### config.mk
export PLATFORM = sky130hd
export DESIGN_NAME = pmx_porta_mux
export DESIGN_NICKNAME = d
export VERILOG_FILES = /design/src/hdl/pmx_pkg.sv /design/src/hdl/pmx_porta_mux.sv
export SDC_FILE = /design/constraint.sdc
export NUM_CORES = 1
export LEC_CHECK = 0
export ABC_AREA = 1
export BUFFER_PORTS_ARGS = -buffer_cell sky130_fd_sc_hd__buf_2
export CORE_ASPECT_RATIO = 1.2
export CORE_UTILIZATION = 35
export CTS_CLUSTER_SIZE = 16
export DETAILED_ROUTE_END_ITERATION = 16
export GPL_ROUTABILITY_DRIVEN = 0
export HOLD_SLACK_MARGIN = 0.02
export PLACE_DENSITY = 0.67
export SYNTH_ARGS = -nofsm -noshare
export SYNTH_HDL_FRONTEND = slang
export SYNTH_SLANG_ARGS = --single-unit
### constraint.sdc
create_clock -name i_core_clk -period 2 [get_ports i_core_clk]
set_input_delay 0.2 -clock i_core_clk [delete_from_list [all_inputs] [get_ports i_core_clk]]
set_output_delay 0.2 -clock i_core_clk [all_outputs]
set_load 0.01 [all_outputs]
### src/hdl/pmx_pkg.sv
`default_nettype none
package pmx_pkg;
  localparam int unsigned ADDR_W = 4;
  localparam int unsigned DATA_W = 16;

  localparam logic [ADDR_W-1:0] OFF_SEL_HIGH = 4'h0;
  localparam logic [ADDR_W-1:0] OFF_SEL_MID  = 4'h4;
  localparam logic [ADDR_W-1:0] OFF_SEL_LOW  = 4'h8;

  // Implemented field bits; every other bit reads as zero and ignores writes.
  localparam logic [DATA_W-1:0] HIGH_MASK = 16'hFE0F;
  localparam logic [DATA_W-1:0] MID_MASK  = 16'h00FF;
  localparam logic [DATA_W-1:0] LOW_MASK  = 16'hFFFC;

  localparam logic [DATA_W-1:0] HIGH_RST = 16'h0000;
  localparam logic [DATA_W-1:0] MID_RST  = 16'h0000;
  localparam logic [DATA_W-1:0] LOW_RST  = 16'h0000;
  // Top mode bits of lines 15 to 12 and 10 that come up set in debug mode.
  localparam logic [DATA_W-1:0] HIGH_DBG_SET = 16'hF400;

  localparam int unsigned MID_LAST_LINE  = 3;
  localparam int unsigned LOW_FIRST_LINE = 9;
  localparam int unsigned LOW_BIT_SHIFT  = 16;

  localparam logic [2:0] MD_PORT = 3'h0;
  localparam logic [2:0] MD_SEL1 = 3'h1;
  localparam logic [2:0] MD_SEL2 = 3'h2;
  localparam logic [2:0] MD_SEL3 = 3'h3;
  localparam logic [2:0] MD_SEL4 = 3'h4;
  localparam logic [2:0] MD_SEL5 = 3'h5;
  localparam logic [2:0] MD_SEL6 = 3'h6;

  // Signals driven by peripherals toward the pins; each _oe is active high.
  typedef struct packed {
    logic serial2_transmit;
    logic serial3_transmit;
    logic serial2_clock_out;
    logic serial2_clock_oe;
    logic serial3_clock_out;
    logic serial3_clock_oe;
    logic motor_pwm_out;
    logic motor_pwm_oe;
    logic system_clock_out;
    logic bus_release_ack;
    logic read_strobe;
    logic low_byte_write_strobe;
    logic chip_select0;
    logic break_trigger_out;
    logic jtag_tdo;
  } pmx_drive_t;

  // Pin levels handed to peripherals; zero while no line selects them.
  typedef struct packed {
    logic out_disable_in0;
    logic out_disable_in1;
    logic out_disable_in4;
    logic out_disable_in5;
    logic out_disable_in6;
    logic serial2_receive;
    logic serial3_receive;
    logic serial2_clock_in;
    logic serial3_clock_in;
    logic ext_interrupt0;
    logic ext_interrupt3;
    logic motor_pwm_in;
    logic timer_ext_clock_d;
    logic converter_ext_trigger;
    logic bus_request_in;
    logic jtag_trst;
    logic jtag_tms;
    logic jtag_tdi;
    logic jtag_tck;
  } pmx_sense_t;
endpackage
`default_nettype wire

### src/hdl/pmx_porta_mux.sv
`timescale 1ns/1ps
`default_nettype none
module pmx_porta_mux (
  input  wire logic                          i_core_clk,
  input  wire logic                          i_reset,
  input  wire logic [pmx_pkg::ADDR_W-1:0]    i_addr,
  input  wire logic [pmx_pkg::DATA_W-1:0]    i_wdata,
  input  wire logic                          i_wr,
  input  wire logic                          i_rd,
  output logic      [pmx_pkg::DATA_W-1:0]    o_rdata,
  input  wire logic                          i_debug_mode_n,
  input  wire logic [15:0]                   i_pin_in,
  output logic      [15:0]                   o_pin_out,
  output logic      [15:0]                   o_pin_oe_n,
  input  wire logic [15:0]                   i_gpio_out,
  input  wire logic [15:0]                   i_gpio_dir,
  output logic      [15:0]                   o_gpio_in,
  input  wire pmx_pkg::pmx_drive_t           i_periph,
  output pmx_pkg::pmx_sense_t                o_periph
);

  logic [15:0]               pin_meta_ff;
  logic [15:0]               pin_sync_ff;
  logic                      dbg_meta_ff;
  logic                      dbg_sync_ff;
  logic [15:0]               sel_high_ff;
  logic [15:0]               sel_mid_ff;
  logic [15:0]               sel_low_ff;
  logic [15:0]               nxt_sel_high;
  logic [15:0]               nxt_sel_mid;
  logic [15:0]               nxt_sel_low;
  logic [15:0]               rdata_ff;
  logic [15:0]               nxt_rdata;
  logic [15:0]               pin_out_ff;
  logic [15:0]               nxt_pin_out;
  logic [15:0]               pin_oe_n_ff;
  logic [15:0]               nxt_pin_oe_n;
  logic [15:0]               gpio_in_ff;
  logic [15:0]               nxt_gpio_in;
  pmx_pkg::pmx_sense_t       sense_ff;
  pmx_pkg::pmx_sense_t       nxt_sense;
  logic [2:0]                mode [16];

  // Gathers the three-bit field of one line from the split registers.
  function automatic logic [2:0] line_mode(input logic [15:0] hi, input logic [15:0] mid,
                                           input logic [15:0] lo, input int unsigned p);
    if (p <= pmx_pkg::MID_LAST_LINE) begin
      return {hi[p], mid[2*p+1], mid[2*p]};
    end else if (p >= pmx_pkg::LOW_FIRST_LINE) begin
      return {hi[p], lo[2*p-pmx_pkg::LOW_BIT_SHIFT+1], lo[2*p-pmx_pkg::LOW_BIT_SHIFT]};
    end
    return pmx_pkg::MD_PORT;
  endfunction

  // Pins are asynchronous to the core, so they pass two stages before use.
  always_ff @(posedge i_core_clk) begin
    pin_meta_ff <= i_pin_in;
    pin_sync_ff <= pin_meta_ff;
    dbg_meta_ff <= i_debug_mode_n;
    dbg_sync_ff <= dbg_meta_ff;
  end

  always_comb begin : reg_next
    nxt_sel_high = sel_high_ff;
    nxt_sel_mid  = sel_mid_ff;
    nxt_sel_low  = sel_low_ff;
    nxt_rdata    = '0;
    if (i_reset) begin
      nxt_sel_high = pmx_pkg::HIGH_RST;
      nxt_sel_mid  = pmx_pkg::MID_RST;
      nxt_sel_low  = pmx_pkg::LOW_RST;
      // The strap is sampled through the synchroniser, so reset must span three edges after the strap changes.
      if (!dbg_sync_ff) begin
        nxt_sel_high = pmx_pkg::HIGH_RST | pmx_pkg::HIGH_DBG_SET;
      end
    end else begin
      if (i_wr) begin
        unique case (i_addr)
          pmx_pkg::OFF_SEL_HIGH: nxt_sel_high = i_wdata & pmx_pkg::HIGH_MASK;
          pmx_pkg::OFF_SEL_MID:  nxt_sel_mid  = i_wdata & pmx_pkg::MID_MASK;
          pmx_pkg::OFF_SEL_LOW:  nxt_sel_low  = i_wdata & pmx_pkg::LOW_MASK;
          default: ;
        endcase
      end
      if (i_rd) begin
        unique case (i_addr)
          pmx_pkg::OFF_SEL_HIGH: nxt_rdata = sel_high_ff;
          pmx_pkg::OFF_SEL_MID:  nxt_rdata = sel_mid_ff;
          pmx_pkg::OFF_SEL_LOW:  nxt_rdata = sel_low_ff;
          default:               nxt_rdata = '0;
        endcase
      end
    end
  end

  always_ff @(posedge i_core_clk) begin
    sel_high_ff <= nxt_sel_high;
    sel_mid_ff  <= nxt_sel_mid;
    sel_low_ff  <= nxt_sel_low;
    rdata_ff    <= nxt_rdata;
  end

  always_comb begin : mode_decode
    for (int unsigned p = 0; p < 16; p++) begin
      mode[p] = line_mode(sel_high_ff, sel_mid_ff, sel_low_ff, p);
    end
  end

  // Codes that select nothing fall to the default arm and keep the port path.
  always_comb begin : pin_route
    nxt_pin_out  = i_gpio_out;
    nxt_pin_oe_n = ~i_gpio_dir;
    nxt_gpio_in  = pin_sync_ff;
    nxt_sense    = '0;
    unique case (mode[0])
      pmx_pkg::MD_SEL5: begin nxt_pin_oe_n[0] = 1'b1; nxt_sense.out_disable_in0 = pin_sync_ff[0]; end
      pmx_pkg::MD_SEL6: begin nxt_pin_oe_n[0] = 1'b1; nxt_sense.serial2_receive = pin_sync_ff[0]; end
      default: ;
    endcase
    unique case (mode[1])
      pmx_pkg::MD_SEL5: begin nxt_pin_oe_n[1] = 1'b1; nxt_sense.out_disable_in1 = pin_sync_ff[1]; end
      pmx_pkg::MD_SEL6: begin nxt_pin_oe_n[1] = 1'b0; nxt_pin_out[1] = i_periph.serial2_transmit; end
      default: ;
    endcase
    unique case (mode[2])
      pmx_pkg::MD_SEL3: begin nxt_pin_oe_n[2] = 1'b1; nxt_sense.ext_interrupt0 = pin_sync_ff[2]; end
      pmx_pkg::MD_SEL5: begin
        nxt_pin_oe_n[2]        = ~i_periph.motor_pwm_oe;
        nxt_pin_out[2]         = i_periph.motor_pwm_out;
        nxt_sense.motor_pwm_in = pin_sync_ff[2];
      end
      pmx_pkg::MD_SEL6: begin
        nxt_pin_oe_n[2]            = ~i_periph.serial2_clock_oe;
        nxt_pin_out[2]             = i_periph.serial2_clock_out;
        nxt_sense.serial2_clock_in = pin_sync_ff[2];
      end
      default: ;
    endcase
    unique case (mode[3])
      pmx_pkg::MD_SEL5: begin nxt_pin_oe_n[3] = 1'b1; nxt_sense.out_disable_in4 = pin_sync_ff[3]; end
      pmx_pkg::MD_SEL6: begin nxt_pin_oe_n[3] = 1'b1; nxt_sense.serial3_receive = pin_sync_ff[3]; end
      default: ;
    endcase
    unique case (mode[9])
      pmx_pkg::MD_SEL1: begin nxt_pin_oe_n[9] = 1'b1; nxt_sense.timer_ext_clock_d = pin_sync_ff[9]; end
      pmx_pkg::MD_SEL2: begin nxt_pin_oe_n[9] = 1'b1; nxt_sense.ext_interrupt3 = pin_sync_ff[9]; end
      pmx_pkg::MD_SEL5: begin nxt_pin_oe_n[9] = 1'b0; nxt_pin_out[9] = i_periph.serial3_transmit; end
      default: ;
    endcase
    unique case (mode[10])
      pmx_pkg::MD_SEL1: begin nxt_pin_oe_n[10] = 1'b0; nxt_pin_out[10] = i_periph.chip_select0; end
      pmx_pkg::MD_SEL2: begin nxt_pin_oe_n[10] = 1'b0; nxt_pin_out[10] = i_periph.read_strobe; end
      pmx_pkg::MD_SEL4: begin nxt_pin_oe_n[10] = 1'b1; nxt_sense.jtag_tck = pin_sync_ff[10]; end
      pmx_pkg::MD_SEL5: begin
        nxt_pin_oe_n[10]           = ~i_periph.serial2_clock_oe;
        nxt_pin_out[10]            = i_periph.serial2_clock_out;
        nxt_sense.serial2_clock_in = nxt_sense.serial2_clock_in | pin_sync_ff[10];
      end
      default: ;
    endcase
    unique case (mode[11])
      pmx_pkg::MD_SEL2: begin nxt_pin_oe_n[11] = 1'b1; nxt_sense.converter_ext_trigger = pin_sync_ff[11]; end
      pmx_pkg::MD_SEL5: begin
        nxt_pin_oe_n[11]           = ~i_periph.serial3_clock_oe;
        nxt_pin_out[11]            = i_periph.serial3_clock_out;
        nxt_sense.serial3_clock_in = pin_sync_ff[11];
      end
      default: ;
    endcase
    unique case (mode[12])
      pmx_pkg::MD_SEL1: begin nxt_pin_oe_n[12] = 1'b0; nxt_pin_out[12] = i_periph.low_byte_write_strobe; end
      pmx_pkg::MD_SEL2: begin nxt_pin_oe_n[12] = 1'b0; nxt_pin_out[12] = i_periph.break_trigger_out; end
      pmx_pkg::MD_SEL4: begin nxt_pin_oe_n[12] = 1'b1; nxt_sense.jtag_tdi = pin_sync_ff[12]; end
      default: ;
    endcase
    unique case (mode[13])
      pmx_pkg::MD_SEL2: begin
        nxt_pin_oe_n[13]          = 1'b1;
        nxt_sense.out_disable_in4 = nxt_sense.out_disable_in4 | pin_sync_ff[13];
      end
      pmx_pkg::MD_SEL4: begin nxt_pin_oe_n[13] = 1'b0; nxt_pin_out[13] = i_periph.jtag_tdo; end
      pmx_pkg::MD_SEL5: begin nxt_pin_oe_n[13] = 1'b1; nxt_sense.bus_request_in = pin_sync_ff[13]; end
      default: ;
    endcase
    unique case (mode[14])
      pmx_pkg::MD_SEL1: begin nxt_pin_oe_n[14] = 1'b0; nxt_pin_out[14] = i_periph.read_strobe; end
      pmx_pkg::MD_SEL2: begin nxt_pin_oe_n[14] = 1'b1; nxt_sense.out_disable_in5 = pin_sync_ff[14]; end
      pmx_pkg::MD_SEL4: begin nxt_pin_oe_n[14] = 1'b1; nxt_sense.jtag_tms = pin_sync_ff[14]; end
      default: ;
    endcase
    unique case (mode[15])
      pmx_pkg::MD_SEL1: begin nxt_pin_oe_n[15] = 1'b0; nxt_pin_out[15] = i_periph.system_clock_out; end
      pmx_pkg::MD_SEL2: begin nxt_pin_oe_n[15] = 1'b1; nxt_sense.out_disable_in6 = pin_sync_ff[15]; end
      pmx_pkg::MD_SEL4: begin nxt_pin_oe_n[15] = 1'b1; nxt_sense.jtag_trst = pin_sync_ff[15]; end
      pmx_pkg::MD_SEL5: begin nxt_pin_oe_n[15] = 1'b0; nxt_pin_out[15] = i_periph.bus_release_ack; end
      default: ;
    endcase
  end

  // The pin outputs lag the selection by one cycle; this keeps every output on a flop.
  always_ff @(posedge i_core_clk) begin
    if (i_reset) begin
      pin_out_ff  <= '0;
      pin_oe_n_ff <= '1;
      gpio_in_ff  <= '0;
      sense_ff    <= '0;
    end else begin
      pin_out_ff  <= nxt_pin_out;
      pin_oe_n_ff <= nxt_pin_oe_n;
      gpio_in_ff  <= nxt_gpio_in;
      sense_ff    <= nxt_sense;
    end
  end

  assign o_rdata    = rdata_ff;
  assign o_pin_out  = pin_out_ff;
  assign o_pin_oe_n = pin_oe_n_ff;
  assign o_gpio_in  = gpio_in_ff;
  assign o_periph   = sense_ff;
endmodule // pmx_porta_mux
`default_nettype wire

Word-level counts from Yosys, hierarchy flattened
Index checks and enable logic that the tools add are counted.
- logic and storage cells: 149
- flip-flop bits (word level): 155
- input bits: 88
- equal/unequal tests: 33
- bitwise operators: 24
- multiplexer cells: 27
- reduce and logical (&&, ||, !) cells: 33
- operators by type and width (operator ; number):
    $mux W16 ; 4
    $eq A3 B3 Y1 const B ; 18
    $reduce_or A2 Y1 ; 25
    $pmux W16 S3 ; 1
    $eq A3 B2 Y1 const B ; 8
    $not A1 Y1 ; 21
    $pmux W1 S2 ; 10
    $not A16 Y16 ; 1
    $eq A3 B1 Y1 const B ; 5
    $mux W1 ; 9
    $pmux W1 S3 ; 3
    $reduce_and A2 Y1 ; 3
    $reduce_or A3 Y1 ; 2
    $eq A4 B3 Y1 const B ; 1
    $eq A4 B4 Y1 const B ; 1
    $logic_not A4 Y1 ; 1
    $reduce_bool A2 Y1 ; 2
    $or A1 B1 Y1 ; 2

Longest topological paths before layout
- word-level depth: 4
- gate-level depth with buffers: 7
- gate-level depth less buffers: 6

Worst setup path after synthesis
OpenSTA, ideal clock, no wires.
- path type: input port to flip-flop
- start: input port i_addr[1] in the netlist's numbering
- end: register sel_high_ff[0], enable pin
- data arrival time: 1.099 ns
- cell stages on the path: 6
- setup time: 0.345 ns
- path slack: 0.556 ns
- path through: nor2_2 > buf_6 > nand2_4 > nor2_2 > nand2_1 > nand2_1
- word-level cells in the longest chain between the ends: 3
- ends and longest elaborated chain (element ; RTL line ; RTL):
    start: declaration ; pmx_porta_mux.sv:6 ; input wire logic [pmx_pkg::ADDR_W-1:0] i_addr,
    $logic_not A4 Y1 ; pmx_porta_mux.sv:78 ; unique case (i_addr)
    $reduce_bool A2 Y1 (no line) ; -- ;
    $reduce_and A2 Y1 (no line) ; -- ;
    end signal: assignment ; pmx_porta_mux.sv:97 ; sel_high_ff <= nxt_sel_high;
    end: declaration ; pmx_porta_mux.sv:26 ; logic [15:0] sel_high_ff;
Every way passes these cells.
A chain may end at the register's enable or synchronous reset.

Worst setup path in the final report
- start: register sel_high_ff[10]
- end: register pin_out_ff[10], in the netlist o_pin_out[10]
- word-level cells in the longest chain between the ends: 2
- ends and longest elaborated chain (element ; RTL line ; RTL):
    $eq A3 B3 Y1, or another cell as far along ; pmx_porta_mux.sv:150 ; unique case (mode[10])
    $pmux W1 S3 * ; pmx_porta_mux.sv:150 ;
    end signal: assignment ; pmx_porta_mux.sv:208 ; pin_out_ff <= nxt_pin_out;
    end: declaration ; pmx_porta_mux.sv:34 ; logic [15:0] pin_out_ff;
Mark *: on every way between the ends. The rest lies on a longest branch, timed or not.

==> results_dict.tcl <==
set metrics [dict create \
    cts_tree "done" \
    critPathMaxStageDelay_ns 0.48 \
    clock-sinks 150 \
    start_util_pct 36.25 \
    slew_viol_final 0 \
    final_cells 962 \
    worst_ir_drop_vdd_mv 0.7029 \
    post_cts_resized 0 \
    finalSetupTns_ns 0 \
    worstReg2RegStart "sel_high_ff[10]" \
    routedWlPerCell_um 12.79 \
    status "complete, no violations" \
    grt_usage_pct 17.62 \
    hold_violations 0 \
    grt_max_degree 42 \
    syn_nets 642 \
    leakage_nw 3.513 \
    rr_endpoint "o_pin_out[10]" \
    path_class "flip-flop to flip-flop" \
    viasPerCell 4.388 \
    rsz0062_at_grt "false" \
    cap_violations 0 \
    reg2reg_slack_ns 0.89 \
    slowest_stage "edfxtp_1" \
    area_growth_pct 42.91 \
    yosysSeqAreaShare_pct 64.04 \
    gr-total-overflow 0 \
    io_buffers 170 \
    clkTransAtPathRegs_ns 0.06 \
    p_per_area_nw_per_um2 997.9 \
    layout_commonest_cell "buf_2" \
    cts.path.max_buffers 2 \
    hpwlAfterDp_um 8500 \
    num_rows 46 \
    core_area_um2 13410 \
    holdCritStartpoint "i_wdata[15]" \
    synth_seq_cells 150 \
    die_x_um 109.6 \
    grt_first_pass_wirelength_um 18790 \
    diodes 0 \
    cts-root-buf "clkbuf_16" \
    min_path_type "primary input to flip-flop" \
    num_io_pins 171 \
    avgSynthCellArea_um2 8.774 \
    dr.pass1.iters 4 \
    slew_headroom_pct 61.25 \
    skew_ns 0.007316 \
    drc 0 \
    ant_nets 0 \
    cp.arrival_ns 1.43 \
    die_y_um 131.1 \
    grt_pass1_vias 4038 \
    clk_latency_ns 0.42 \
    synth_area_leaders "dfxtp_1 57%, nand2_1 9.0%, nor2_1 7.4%, edfxtp_1 6.8%, inv_1 5.5%" \
    critPathMaxFanout 5 \
    power_mw 6.932 \
    drt_iter0_markers 196 \
    worst_pin_slew_ns 0.5799 \
    most-common-layout-cells "170 x buf_2, 139 x dfxtp_1, 117 x nand2_1" \
    critPathLaunch "sel_high_ff[10]" \
    num_vias 4221 \
    period_minus_slack_ns 1.115 \
    drt-total-wl_um 12300 \
    critPathCaptureType "flip-flop" \
    max_freq_mhz 897.0 \
    drive_above_1_share_pct 27.08 \
    synth_top_cell_by_area "dfxtp_1" \
    antenna_found_initial 0 \
    synth_top_area_share_pct 57.25 \
    post-route-period-util_pct 55.74 \
    synth_cell_types 29 \
    crit_end "o_pin_out[10]" \
    seq_area_um2 3113 \
    dieArea_um2 14370 \
    cp.required_ns 2.31 \
    start_kind "flip-flop" \
    syn_area_um2 4861 \
    cts_buffers 17 \
    ys_warn_count 0 \
    post-place-cells 883 \
    setup_viol 0 \
    postSynthCellCount 554 \
    htreeDepth 4 \
    n_fill_cell 1261 \
    reg2reg_depth 6 \
    path_cells "inv_1 > nand3_1 > nand2_1 > nand2_1 > nor2_1 > nor2_1" \
    final_nets 869 \
    multiInputGateArea_um2 1371 \
]
-- area by class of cell --
type	instances	area share [%]
sequential	150	44.81
multi-input combinational	315	19.74
timing repair buffer	223	19.67
clock buffer	22	6.700
inverter	74	3.999
tap	168	3.026
clock inverter	10	2.053
-- cells in the mapped netlist --
master / instances
o22ai_1: 1
nor3_1: 13
clkbuf_1: 3
nor4_1: 1
clkbuf_8: 2
nor2_1: 96
edfxtp_1: 11
buf_2: 6
o21bai_1: 1
buf_6: 2
nand2_1: 117
clkinv_1: 2
or2_2: 1
nand3_4: 1
nand2_4: 1
inv_1: 71
nor2_4: 1
buf_1: 2
nor2_2: 4
o21ai_0: 13
dfxtp_1: 139
nand3_2: 1
a31oi_1: 1
inv_2: 1
a21oi_1: 19
o211ai_1: 3
nand4_1: 8
or2_1: 1
nand3_1: 32
-- critical path, delay by kind of cell, from the launching register on --
family        cells  cell delay [ns]
simple gates      5             0.37
flops             1             0.48
buf+inv           1             0.16
-- sequential cells by signal, indices dropped and copies added (netlist names) --
register	count
o_periph	19
nxt_gpio_in	16
o_gpio_in	16
o_pin_oe_n	16
o_pin_out	16
o_rdata	16
pin_meta_ff	16
sel_low_ff	14
sel_high_ff	11
sel_mid_ff	8
dbg_meta_ff	1
dbg_sync_ff	1
-- per-stage QoR --
step | hold slack [ns] | utilization, % | worst slack (ns) | cell area [um2]
4_1_cts | 0.02210 | 51.80 | 0.8777 | 6947
3_5_place_dp | 0.3036 | 43.76 | 0.4794 | 5868
5_1_grt | 0.03717 | 51.80 | 0.7115 | 6947
3_3_place_gp | 0.3025 | 43.76 | 0.5114 | 5868
2_1_floorplan | 0.2277 | - | 0.5562 | 4861
6_report | 0.03504 | 51.80 | 0.8852 | 6947
-- how the worst min path moves through the flow --
stage	end	slack, ns	cells past startpoint
2_1_floorplan	dbg_meta_ff	0.23	0
3_3_place_gp	pin_meta_ff[0]	0.30	1
5_1_grt	sel_low_ff[13]	0.04	3
3_5_place_dp	pin_meta_ff[1]	0.30	1
4_1_cts	sel_mid_ff[4]	0.02	3
6_report	sel_low_ff[15]	0.04	3
-- repair_timing --
action,CTS,global route
setup buffers,0,0
endpoints found under the hold margin,47,0
hold buffers,47,0
-- power breakdown --
part           internal (mW)  total [mW]  switching, mW
logic                  0.221       0.465          0.244
registers               3.15        3.21         0.0506
clock network           2.05        3.26           1.22
total                   5.42        6.93           1.51
-- cells by family after synthesis --
logic type      Yosys count  share of synthesized area [%]
compound gates           38                          4.170
buf+inv                  89                          7.748
flops                   150                          64.04
simple gates            277                          24.04
-- layer usage --
layer	GRT usage (%)	vias up	part of all wire (%)
met5	0	-	0
met4	7.529	0	1.3
met3	5.289	12	6.5
met2	30.15	140	49
met1	20.36	1898	43
li1	-	2171	-
Power figures use the tool's default switching activity.
